--- src/rtl/becsr_params.svh ---
`ifndef BECSR_PARAMS_SVH
`define BECSR_PARAMS_SVH
// Contract
// - CEC source bit picks internal clock (0) or 25MHz oscillator (1) for 32.768kHz.
// - CEC clock is produced only while the CEC clock enable bit is set.
// - Wipe takes effect only with reload; wipe bit self-clears when done.
// - Writing 1 to reload refills SRAM from EEPROM; bit clears on completion.
// - Access-block bit is caught from mode strap 0; it blocks DDC SRAM access.
// - Source power status bit follows the source power pin.
// - Receiver interrupt status bit reads 1 while receiver interrupt is pending.
// - Initialization done asserts only after configuration complete.
// - Remote-loaded bit sets after SRAM filled from remote EEPROM.
// - Config checksum bit is 1 when last 128 EEPROM bytes sum to zero.
// - Display-ID checksum bit is 1 when first 256 EEPROM bytes sum to zero.
// - Slave address field 7:1, default 0x50, selects DDC slave; bit 0 is R/W.
// - Write-protect bit 1 refuses DDC SRAM writes; 0 accepts them.
// - Data hold field 6:4 sets DDC data hold in 40ns steps.
// - Glitch filter field 3:0, default 0x0E, rejects glitches in 5ns steps.
// - Output delay field 1:0 gives 240/280/320/360ns data delay.
// - Offsets 0x4D and 0x4E hold indirect data bytes 2 and 3.
// - Indirect read completion loads the data bytes.

// ==========================================================
// Register offsets
`define BE_ADDR_DATA2 8'h4D
`define BE_ADDR_DATA3 8'h4E
`define BE_ADDR_CTL 8'h4F
`define BE_ADDR_STS 8'h50
`define BE_ADDR_ID 8'h51
`define BE_ADDR_CFG0 8'h52
`define BE_ADDR_CFG1 8'h53
// ==========================================================
// Field positions
`define BE_CTL_SRC 4
`define BE_CTL_EN 3
`define BE_CTL_WIPE 2
`define BE_CTL_RELOAD 1
`define BE_CTL_BLOCK 0
// ==========================================================
// Reset values
`define BE_DATA_RESET 8'h00
`define BE_STS_RESET 8'h03
`define BE_ID_ADDR_RESET 7'h50
`define BE_HOLD_RESET 3'h1
`define BE_FLT_RESET 4'hE
`define BE_DLY_RESET 2'h0
// ==========================================================
// Timing
`define BE_CLK_HZ 100000000
`define BE_EXT_HZ 25000000
`define BE_CEC_HZ 32768
`define BE_CLK_NS 10
`define BE_HOLD_STEP_NS 40
`define BE_FLT_STEP_NS 5
`define BE_DLY_BASE_NS 240
`define BE_DLY_STEP_NS 40
`define BE_CEC_INC(f) 24'(((64'(`BE_CEC_HZ) << 24) + 64'(f) / 2) / 64'(f))
`define BE_CFG_BYTES 128
`define BE_EDID_BYTES 256
`endif

--- src/rtl/becsr_pkg.sv ---
package becsr_pkg;
   // Boot, config, init, idle and display-ID load along a Gray path
   typedef enum logic [2:0]
   {
      ST_BOOT = 3'b000,
      ST_CFG = 3'b001,
      ST_INIT = 3'b011,
      ST_IDLE = 3'b010,
      ST_EDID = 3'b110
   } becsr_state_type;
endpackage : becsr_pkg

--- src/rtl/becsr_regs.sv ---
`timescale 1ns/100ps
`include "becsr_params.svh"

module becsr_regs
   import becsr_pkg::*;
(
   // Clock and reset
   input wire logic clk_sys_i,
   input wire logic rst_n_i,
   // Register port
   input wire logic [7:0] reg_addr_i,
   input wire logic reg_wr_i,
   input wire logic reg_rd_i,
   input wire logic [7:0] reg_wdata_i,
   output logic [7:0] reg_rdata_o,
   // Pins and straps
   input wire logic mode_strap0_i,
   input wire logic source_power_pin_i,
   input wire logic ext_osc_i,
   // Receive controller
   input wire logic rx_int_pending_i,
   output logic cec_clk_o,
   // Indirect data path
   input wire logic apb_rd_done_i,
   input wire logic [15:0] apb_rd_data_i,
   output logic [15:0] indirect_data_o,
   // EEPROM byte stream
   output logic eep_req_o,
   input wire logic eep_valid_i,
   input wire logic [7:0] eep_byte_i,
   input wire logic eep_remote_i,
   input wire logic init_ack_i,
   // Display-ID SRAM write port
   output logic sram_we_o,
   output logic [7:0] sram_addr_o,
   output logic [7:0] sram_wdata_o,
   // DDC slave settings
   input wire logic [7:0] ddc_addr_byte_i,
   output logic ddc_addr_hit_o,
   output logic ddc_write_ok_o,
   output logic ddc_block_o,
   output logic [4:0] ddc_hold_cyc_o,
   output logic [2:0] ddc_filter_cyc_o,
   output logic [5:0] ddc_delay_cyc_o
);
   localparam logic [23:0] CEC_INC_INT = `BE_CEC_INC(`BE_CLK_HZ);
   localparam logic [23:0] CEC_INC_EXT = `BE_CEC_INC(`BE_EXT_HZ);
   localparam logic [8:0] CFG_LAST = 9'(`BE_CFG_BYTES - 1);
   localparam logic [8:0] EDID_LAST = 9'(`BE_EDID_BYTES - 1);
   localparam logic [7:0] STS_RESET = `BE_STS_RESET;
   becsr_state_type state_r;
   logic [7:0] data2_r, data3_r;
   logic cec_src_r, cec_en_r, wipe_r, reload_r, block_r;
   logic cfg_done_r, init_done_r, remote_r, cfg_ok_r, id_ok_r;
   logic [6:0] slave_r;
   logic rdonly_r, ext_osc_r;
   logic [2:0] hold_r;
   logic [3:0] flt_r;
   logic [1:0] dly_r;
   logic [23:0] cec_acc_r;
   logic [8:0] cnt_r;
   logic [7:0] sum_r, sum_nxt;
   logic byte_take, wipe_step, last_byte;
   function automatic logic reg_hit(input logic [7:0] addr);
      reg_hit = reg_wr_i && (reg_addr_i == addr);
   endfunction : reg_hit
   // ==========================================================
   // Indirect data bytes
   always_ff @(posedge clk_sys_i or negedge rst_n_i)
   begin
      if (!rst_n_i)
      begin
         data2_r <= `BE_DATA_RESET;
         data3_r <= `BE_DATA_RESET;
      end
      else if (apb_rd_done_i)
      begin
         data2_r <= apb_rd_data_i[7:0];
         data3_r <= apb_rd_data_i[15:8];
      end
      else
      begin
         if (reg_hit(`BE_ADDR_DATA2))
            data2_r <= reg_wdata_i;
         if (reg_hit(`BE_ADDR_DATA3))
            data3_r <= reg_wdata_i;
      end
   end
   assign indirect_data_o = {data3_r, data2_r};
   // ==========================================================
   // Bridge control
   always_ff @(posedge clk_sys_i or negedge rst_n_i)
   begin
      if (!rst_n_i)
      begin
         cec_src_r <= 1'b0;
         cec_en_r <= 1'b0;
         wipe_r <= 1'b0;
         reload_r <= 1'b0;
      end
      else if (reg_hit(`BE_ADDR_CTL))
      begin
         cec_src_r <= reg_wdata_i[`BE_CTL_SRC];
         cec_en_r <= reg_wdata_i[`BE_CTL_EN];
         // A new request wins over completion in the same cycle
         wipe_r <= reg_wdata_i[`BE_CTL_WIPE] | (wipe_r & ~last_byte & state_r == ST_EDID);
         reload_r <= reg_wdata_i[`BE_CTL_RELOAD] | (reload_r & ~last_byte);
      end
      else if (state_r == ST_EDID && last_byte)
      begin
         wipe_r <= 1'b0;
         reload_r <= 1'b0;
      end
   end
   // Strap is caught by the clock after reset release
   always_ff @(posedge clk_sys_i or negedge rst_n_i)
   begin
      if (!rst_n_i)
         block_r <= 1'b0;
      else if (state_r == ST_BOOT)
         block_r <= mode_strap0_i;
   end
   // ==========================================================
   // Configuration, initialization and display-ID load sequence
   assign eep_req_o = (state_r == ST_CFG) || (state_r == ST_EDID && !wipe_r);
   assign byte_take = eep_req_o && eep_valid_i;
   assign wipe_step = (state_r == ST_EDID) && wipe_r && reload_r;
   assign sum_nxt = sum_r + eep_byte_i;
   assign last_byte = (byte_take || wipe_step) &&
      (cnt_r == ((state_r == ST_CFG) ? CFG_LAST : EDID_LAST));
   always_ff @(posedge clk_sys_i or negedge rst_n_i)
   begin
      if (!rst_n_i)
         state_r <= ST_BOOT;
      else
      begin
         case (state_r)
            ST_BOOT: state_r <= ST_CFG;
            ST_CFG: if (last_byte) state_r <= ST_INIT;
            ST_INIT: if (init_ack_i) state_r <= ST_IDLE;
            ST_IDLE: if (reload_r) state_r <= ST_EDID;
            ST_EDID: if (last_byte) state_r <= ST_IDLE;
            default: state_r <= ST_BOOT;
         endcase
      end
   end

   always_ff @(posedge clk_sys_i or negedge rst_n_i)
   begin
      if (!rst_n_i)
      begin
         cnt_r <= 9'h000;
         sum_r <= 8'h00;
      end
      else if (last_byte || state_r == ST_IDLE)
      begin
         cnt_r <= 9'h000;
         sum_r <= 8'h00;
      end
      else if (byte_take || wipe_step)
      begin
         cnt_r <= cnt_r + 9'h001;
         sum_r <= byte_take ? sum_nxt : sum_r;
      end
   end

   always_ff @(posedge clk_sys_i or negedge rst_n_i)
   begin
      if (!rst_n_i)
      begin
         cfg_done_r <= 1'b0;
         init_done_r <= 1'b0;
         cfg_ok_r <= STS_RESET[1];
         id_ok_r <= STS_RESET[0];
         remote_r <= 1'b0;
      end
      else
      begin
         if (state_r == ST_CFG && last_byte)
         begin
            cfg_done_r <= 1'b1;
            cfg_ok_r <= (sum_nxt == 8'h00);
         end
         if (state_r == ST_INIT && init_ack_i && cfg_done_r)
            init_done_r <= 1'b1;
         if (state_r == ST_EDID && last_byte && byte_take)
         begin
            id_ok_r <= (sum_nxt == 8'h00);
            remote_r <= eep_remote_i;
         end
      end
   end

   // SRAM writes: EEPROM bytes, or zeros when wiping
   always_ff @(posedge clk_sys_i or negedge rst_n_i)
   begin
      if (!rst_n_i)
      begin
         sram_we_o <= 1'b0;
         sram_addr_o <= 8'h00;
         sram_wdata_o <= 8'h00;
      end
      else
      begin
         sram_we_o <= (state_r == ST_EDID) && (byte_take || wipe_step);
         sram_addr_o <= cnt_r[7:0];
         sram_wdata_o <= wipe_step ? 8'h00 : eep_byte_i;
      end
   end

   // ==========================================================
   // CEC clock generator
   always_ff @(posedge clk_sys_i or negedge rst_n_i)
   begin
      if (!rst_n_i)
      begin
         cec_acc_r <= 24'h000000;
         ext_osc_r <= 1'b0;
      end
      else
      begin
         ext_osc_r <= ext_osc_i;
         if (!cec_en_r)
            cec_acc_r <= 24'h000000;
         else if (!cec_src_r)
            cec_acc_r <= cec_acc_r + CEC_INC_INT;
         else if (ext_osc_i && !ext_osc_r)
            cec_acc_r <= cec_acc_r + CEC_INC_EXT;
      end
   end
   assign cec_clk_o = cec_acc_r[23];
   // ==========================================================
   // DDC slave configuration
   always_ff @(posedge clk_sys_i or negedge rst_n_i)
   begin
      if (!rst_n_i)
      begin
         slave_r <= `BE_ID_ADDR_RESET;
         rdonly_r <= 1'b0;
         hold_r <= `BE_HOLD_RESET;
         flt_r <= `BE_FLT_RESET;
         dly_r <= `BE_DLY_RESET;
      end
      else
      begin
         if (reg_hit(`BE_ADDR_ID))
         begin
            slave_r <= reg_wdata_i[7:1];
            rdonly_r <= reg_wdata_i[0];
         end
         if (reg_hit(`BE_ADDR_CFG0))
         begin
            hold_r <= reg_wdata_i[6:4];
            flt_r <= reg_wdata_i[3:0];
         end
         if (reg_hit(`BE_ADDR_CFG1))
            dly_r <= reg_wdata_i[1:0];
      end
   end

   always_ff @(posedge clk_sys_i or negedge rst_n_i)
   begin
      if (!rst_n_i)
      begin
         ddc_hold_cyc_o <= 5'h00;
         ddc_filter_cyc_o <= 3'h0;
         ddc_delay_cyc_o <= 6'h00;
      end
      else
      begin
         ddc_hold_cyc_o <= 5'(hold_r * (`BE_HOLD_STEP_NS / `BE_CLK_NS));
         ddc_filter_cyc_o <= 3'((flt_r * `BE_FLT_STEP_NS) / `BE_CLK_NS);
         ddc_delay_cyc_o <= 6'((`BE_DLY_BASE_NS + dly_r * `BE_DLY_STEP_NS)
            / `BE_CLK_NS);
      end
   end
   assign ddc_block_o = block_r;
   assign ddc_addr_hit_o = !block_r && (ddc_addr_byte_i[7:1] == slave_r);
   assign ddc_write_ok_o = ddc_addr_hit_o && !ddc_addr_byte_i[0] && !rdonly_r;
   // ==========================================================
   // Read data; reserved bits read zero
   always_ff @(posedge clk_sys_i or negedge rst_n_i)
   begin
      if (!rst_n_i)
         reg_rdata_o <= 8'h00;
      else if (reg_rd_i)
      begin
         case (reg_addr_i)
            `BE_ADDR_DATA2: reg_rdata_o <= data2_r;
            `BE_ADDR_DATA3: reg_rdata_o <= data3_r;
            `BE_ADDR_CTL: reg_rdata_o <= {3'h0, cec_src_r, cec_en_r, wipe_r,
               reload_r, block_r};
            `BE_ADDR_STS: reg_rdata_o <= {source_power_pin_i, rx_int_pending_i,
               1'b0, init_done_r, remote_r, cfg_done_r, cfg_ok_r, id_ok_r};
            `BE_ADDR_ID: reg_rdata_o <= {slave_r, rdonly_r};
            `BE_ADDR_CFG0: reg_rdata_o <= {1'b0, hold_r, flt_r};
            `BE_ADDR_CFG1: reg_rdata_o <= {6'h00, dly_r};
            default: reg_rdata_o <= 8'h00;
         endcase
      end
   end
endmodule : becsr_regs

--- config.mk ---
export PLATFORM = sky130hd
export DESIGN_NAME = becsr_regs
export DESIGN_NICKNAME = d
export VERILOG_FILES = /design/src/rtl/becsr_pkg.sv /design/src/rtl/becsr_regs.sv
export VERILOG_INCLUDE_DIRS = /design/src /design/src/rtl
export SDC_FILE = /design/constraint.sdc
export NUM_CORES = 1
export LEC_CHECK = 0
export ABC_AREA = 1
export BUFFER_PORTS_ARGS = -buffer_cell sky130_fd_sc_hd__buf_2
export CAP_MARGIN = 20
export CORE_UTILIZATION = 60
export CTS_BUF_LIST = sky130_fd_sc_hd__clkbuf_4
export DETAILED_ROUTE_END_ITERATION = 6
export HOLD_SLACK_MARGIN = 0.12
export PLACE_DENSITY_LB_ADDON = 0.25
export SYNTH_ARGS = -nofsm -noshare
export SYNTH_HDL_FRONTEND = slang
export SYNTH_SLANG_ARGS = --single-unit
--- constraint.sdc ---
create_clock -name clk_sys_i -period 9.2 [get_ports clk_sys_i]
set_input_delay 1.84 -clock clk_sys_i [delete_from_list [all_inputs] [get_ports clk_sys_i]]
set_output_delay 1.84 -clock clk_sys_i [all_outputs]
set_load 0.05 [all_outputs]
==> results of run 1 <==
[power by group through the flow]
| stage | clock, mW | sequential, mW | combinational (mW) |
|---|---|---|---|
| 2_1_floorplan | 0 | 0.730 | 0.450 |
| 3_3_place_gp | 0 | 0.657 | 0.661 |
| 3_5_place_dp | 0 | 0.659 | 0.676 |
| 4_1_cts | 0.414 | 0.648 | 0.681 |
| 5_1_grt | 0.442 | 0.656 | 0.773 |
| 6_report | 0.410 | 0.649 | 0.688 |
[sequential cells by signal (all words and copies together), names as in the netlist, 2 cells and up, named ones only]
name              flops
cec_acc_r            23
cnt_r                 9
data2_r               8
data3_r               8
ddc_delay_cyc_o       6
ddc_filter_cyc_o      3
ddc_hold_cyc_o        3
dly_r                 2
flt_r                 4
hold_r                3
reg_rdata_o           8
slave_r               7
sram_addr_o           8
sram_wdata_o          8
state_r               2
sum_r                 8
[cell usage after synthesis, drive strengths merged, types with 2 or more instances]
master,instances,share of area
dfstp,8,0.028
nor3,27,0.018
xor2,13,0.015
a31oi,12,0.0098
inv,166,0.082
o31ai,3,0.0030
o21bai,4,0.0039
o2111ai,5,0.0057
o221ai,4,0.0046
nand4,8,0.0085
nand2,243,0.12
nor3b,2,0.0020
o211ai,2,0.0020
ha,29,0.048
a221oi,3,0.0034
or2,2,0.0016
o21ai,78,0.051
mux2,6,0.0089
and2,3,0.0025
dfrtp,116,0.38
buf,6,0.0070
and3,4,0.0033
fa,3,0.0079
o21a,3,0.0030
nor4,4,0.0033
a21oi,56,0.037
clkbuf,11,0.0054
xnor2,3,0.0034
nor2,111,0.060
a22o,3,0.0034
nand3,78,0.054
o22ai,6,0.0049
[metal layers]
metal	vias up	wire length (µm)
met5	-	0
met4	0	294
met3	33	1090
met2	256	8710
met1	3316	8010
li1	3602	-
[final timing paths]
kind | from | to | slack, ns | depth (start not counted)
setup / recovery | ddc_addr_byte_i[5] | ddc_write_ok_o | 4.24 | 7
hold / removal | cnt_r[7] | sram_addr_o[7] | 0.42 | 0
setup reg to reg | dly_r[0] | ddc_delay_cyc_o[0] | 5.28 | 22
hold reg to reg | cnt_r[7] | sram_addr_o[7] | 0.42 | 0
max in group asynchronous | rst_n_i | data2_r[6] | 6.59 | 2
min in group asynchronous | rst_n_i | cec_acc_r[17] | 1.41 | 1
[area by class of cell]
| cell class | count | area share |
|---|---|---|
| clock buffer | 18 | 0.0156 |
| clock inverter | 14 | 0.0194 |
| inverter | 166 | 0.0720 |
| multi-input combinational | 723 | 0.439 |
| sequential | 124 | 0.360 |
| tap | 168 | 0.0243 |
| timing repair buffer | 119 | 0.0697 |
[critical path, stage by stage]
cell	delay, ns
buf_2	0.10
xor2_1	0.13
nor2_1	0.10
nand4_1	0.11
nor4b_1	0.33
nor3b_1	0.22
buf_2	0.29
[logic make-up after synthesis]
| group | share of synthesized area |
|---|---|
| xor gates and xnor gates | 0.0184 |
| buffers and inverters | 0.0941 |
| and+or+nand+nor | 0.278 |
| other | 0.000491 |
| AOI/OAI and AO/OA | 0.135 |
| muxes | 0.0102 |
| adders and majority gates | 0.0554 |
| DFF | 0.408 |
==> out/metrics.csv, run 1 <==
metric,value,unit
antenna_found_initial,0,
grt.total_usage,0.295,
p_sw_frac,0.423,
cts_max_level,4,
max-cap-violations,0,
drt_pass1_iterations,5,
post_drt_wl_per_cell,13.6,µm
power,1.75,mW
post-dp-hpwl,13900,µm
clk_latency,0.54,ns
cts_resized,0,
yosysWarningCount,0,
slew_headroom,0.413,
crit_type,in2out,
postPlaceCellArea,8340,µm²
globalRouteMet3Util,0.0611,
yosysSeqAreaShare,0.408,
synth_ff_type,dfrtp_1,
coreArea,12200,µm²
final_cell_mix,"nand2_1 (237), inv_1 (161), dfrtp_1 (116), buf_2 (116), nor2_1 (103)",
grt_max_degree,73,
post_cts_buffers,0,
worst_ep_arrival_time,3.12,ns
cts-buffers-inserted,17,
port_buffers,117,
clk_pin_slew,0.11,ns
layout_commonest_cell,nand2_1,
drv_slew,0,
instances_no_fill,1332,
fin_crit,4.96,ns
drive_gt1_frac,0.165,
cp_data_required_time,7.36,ns
synth.distinct_cells,50,
drt_iter0_markers,491,
dp_slack,4.24,ns
multi_input_area,3800,µm²
overflow,0,
gp_congestion,0.906,
hold_buffers,0,
ff_latch_area,3110,µm²
p_int,1.01,mW
p_clk_frac,0.235,
holdWs,0.417,ns
diodes,0,
crit_fanout,2,
hold_path_class,reg2reg,
grt_pass1_vias,6672,
die_x,115,µm
fmax,202,MHz
routed_wl,18100,µm
nFillCells,1052,
synth_area,7630,µm²
drcViolationCount,0,
die_height,115,µm
fin_ws,4.24,ns
worstMarginPinSlew,0.880,ns
switching_power,0.738,mW
routed_via_density,5.41,
cts.sinks,124,
syn-instance-count,1029,
root_buffer,clkbuf_4,
tns,0,ns
setup_viol,0,
cp-end-kind,output port,
placed_cells,1299,
final_util,0.709,
boundaryPins,120,
nets,1243,
cts_tree,yes,
syn_to_final_growth,13.4,%
finalHoldViolCount,0,
leakage,4.65,nW
initial_utilization,0.625,
clockBufferDepth,2,
ant_nets,0,
status,finished clean,
grt_pass1_wl,30500,µm
grt_util_met1,0.392,
vias,7207,
design_area,8650,µm²
rsz0062_at_grt,false,
dieArea,13200,µm²
synth-edff-count,0,
postSynthAreaPerCell,7.41,µm²
p_per_area,202,nW/µm²
synthArstFlopShare,1.00,
period_share,0.539,
synth-seq-cells,124,
seqPwrFrac,0.371,
std_cell_rows,40,
top_usage_layer,met2,
max-vdd-ir-drop,146,µV
clock_skew,0.0160,ns
met2_usage,0.495,
p_comb_frac,0.394,
critPathLaunchType,input pin,
Power figures use the tool's default switching activity.
==> inputs of run 2 (changes only) <==
--- a/config.mk
+++ b/config.mk
@@ -9,7 +9,7 @@
 export ABC_AREA = 1
 export BUFFER_PORTS_ARGS = -buffer_cell sky130_fd_sc_hd__buf_2
 export CAP_MARGIN = 20
-export CORE_UTILIZATION = 60
+export CORE_UTILIZATION = 54
 export CTS_BUF_LIST = sky130_fd_sc_hd__clkbuf_4
 export DETAILED_ROUTE_END_ITERATION = 6
 export HOLD_SLACK_MARGIN = 0.12
==> constraint.sdc (replaced) <==
create_clock -name clk_sys_i -period 4.5 [get_ports clk_sys_i]
set_input_delay 0.9 -clock clk_sys_i [delete_from_list [all_inputs] [get_ports clk_sys_i]]
set_output_delay 0.9 -clock clk_sys_i [all_outputs]
set_load 0.05 [all_outputs]
==> run 2 against run 1 <==
Net effect: clock power increased by 130%; via count shrank 0.75%; hold slack is essentially flat; first-iteration DRC count grew 16%; wire length up 4.3%; sequential power grew 100%; cell count is 0.98% higher; register-to-register slack worse by 4.5 ns; clock skew is 0.0017 ns higher; combinational power is 110% higher; die area rose by 11%; critical endpoint is now ddc_delay_cyc_o[0]; largest cell class unchanged; highest routed layer unchanged.
==> out/metrics.csv, run 2 (same netlist as run 1, synthesis figures left out) <==
metric,value,unit
grt_pass1_vias,6748,
clk_pin_slew,0.12,ns
max-cap-violations,0,
rsz0062_at_grt,false,
vias,7153,
clock_skew,0.0177,ns
cts.sinks,124,
max-vdd-ir-drop,348,µV
cts-buffers-inserted,17,
setup_viol,0,
grt_pass1_wl,31700,µm
grt_max_degree,65,
instances_no_fill,1345,
root_buffer,clkbuf_4,
die_height,121,µm
largest_reg_flops,23,
grt.total_usage,0.273,
postPlaceCellArea,8390,µm²
drive_gt1_frac,0.167,
cts_resized,0,
std_cell_rows,43,
status,finished clean,
tns,0,ns
fmax,271,MHz
dp_slack,0.849,ns
nets,1243,
p_per_area,422,nW/µm²
clk_latency,0.54,ns
finalHoldViolCount,0,
coreArea,13800,µm²
die_x,121,µm
final_util,0.631,
leakage,4.67,nW
critPathLaunchType,register,
post_cts_buffers,0,
hold_path_class,in2async,
fin_crit,3.69,ns
syn_to_final_growth,14.4,%
fin_ws,0.810,ns
boundaryPins,120,
overflow,0,
gp_congestion,0.882,
final_cell_mix,"nand2_1 (237), inv_1 (161), dfrtp_1 (116), buf_2 (116), nor2_1 (103)",
holdWs,0.417,ns
drcViolationCount,0,
routed_via_density,5.32,
layout_commonest_cell,nand2_1,
cts_tree,yes,
port_buffers,117,
slew_headroom,0.451,
cp-end-kind,register,
ant_nets,0,
drt_pass1_iterations,5,
design_area,8730,µm²
cp_data_required_time,4.92,ns
period_share,0.820,
drt_iter0_markers,570,
crit_type,reg2reg,
cts_max_level,4,
worst_ep_arrival_time,4.11,ns
routed_wl,18900,µm
antenna_found_initial,1,
placed_cells,1312,
largest-register,cec_acc_r,
hold_buffers,0,
post-dp-hpwl,14200,µm
drv_slew,0,
post_drt_wl_per_cell,14.0,µm
initial_utilization,0.552,
top_regs,"cec_acc_r: 23 flops, cnt_r: 9 flops",
power,3.68,mW
crit_fanout,19,
dieArea,14600,µm²
worstMarginPinSlew,0.820,ns
clockBufferDepth,2,
[run 2: changes by cell type in the layout (fill, tap and decap cells not counted), sizes merged]
cell and change:
clkinv -3, diode +1, bufinv +1, clkinvlp +1, clkbuf -1, inv +2
[run 2: power by group]
group          internal (mW)  total (mW)  switching (mW)
clock                  0.451       0.931           0.480
sequential              1.24        1.33          0.0882
combinational          0.433        1.42           0.991
[run 2: worst paths after layout]
| kind | start | cells past startpoint | endpoint | slack, ns |
|---|---|---|---|---|
| min reg2reg | flt_r[1] | 0 | ddc_filter_cyc_o[0] | 0.43 |
| min | rst_n_i | 1 | cec_acc_r[18] | 0.42 |
| max reg2reg | dly_r[0] | 22 | ddc_delay_cyc_o[0] | 0.81 |
| max | dly_r[0] | 22 | ddc_delay_cyc_o[0] | 0.81 |
| max in group asynchronous | rst_n_i | 2 | slave_r[6] | 3.23 |
| min in group clk_sys_i | flt_r[1] | 0 | ddc_filter_cyc_o[0] | 0.43 |
[run 2: metal layers]
layer | global-route usage | share of wire
met1 | 0.366 | 0.46
met3 | 0.0573 | 0.048
met2 | 0.440 | 0.48
met4 | 0.0934 | 0.020
met5 | 0 | 0
[run 2: layout make-up]
| cell class | count | area (µm²) |
|---|---|---|
| diodes | 1 | 2.50 |
| clock inverters | 15 | 211 |
| repair buffers | 119 | 616 |
| flip-flops and latches | 124 | 3110 |
| inverters | 166 | 623 |
| multi-input cells | 723 | 3810 |
| fillers | 1240 | 5100 |
| clock buffers | 17 | 128 |
| well taps | 180 | 225 |
[run 2: worst max-delay path, cell delays in order (launching register included)]
cell	delay, ns
dfrtp_1	0.51
inv_1	0.21
ha_1	0.31
nor2_2	0.33
inv_1	0.27
nand2_1	0.13
nand2_1	0.07
nand2_1	0.11
nand2_1	0.07
nor2_1	0.21
nand3_1	0.14
nand3_2	0.10
nor2_4	0.07
nand2_4	0.16
nand2_1	0.07
nand2_1	0.11
nand2_2	0.12
nand2_1	0.10
nor2_1	0.06
nand3_1	0.09
nand3_1	0.10
nor3_2	0.18
nand2_1	0.06
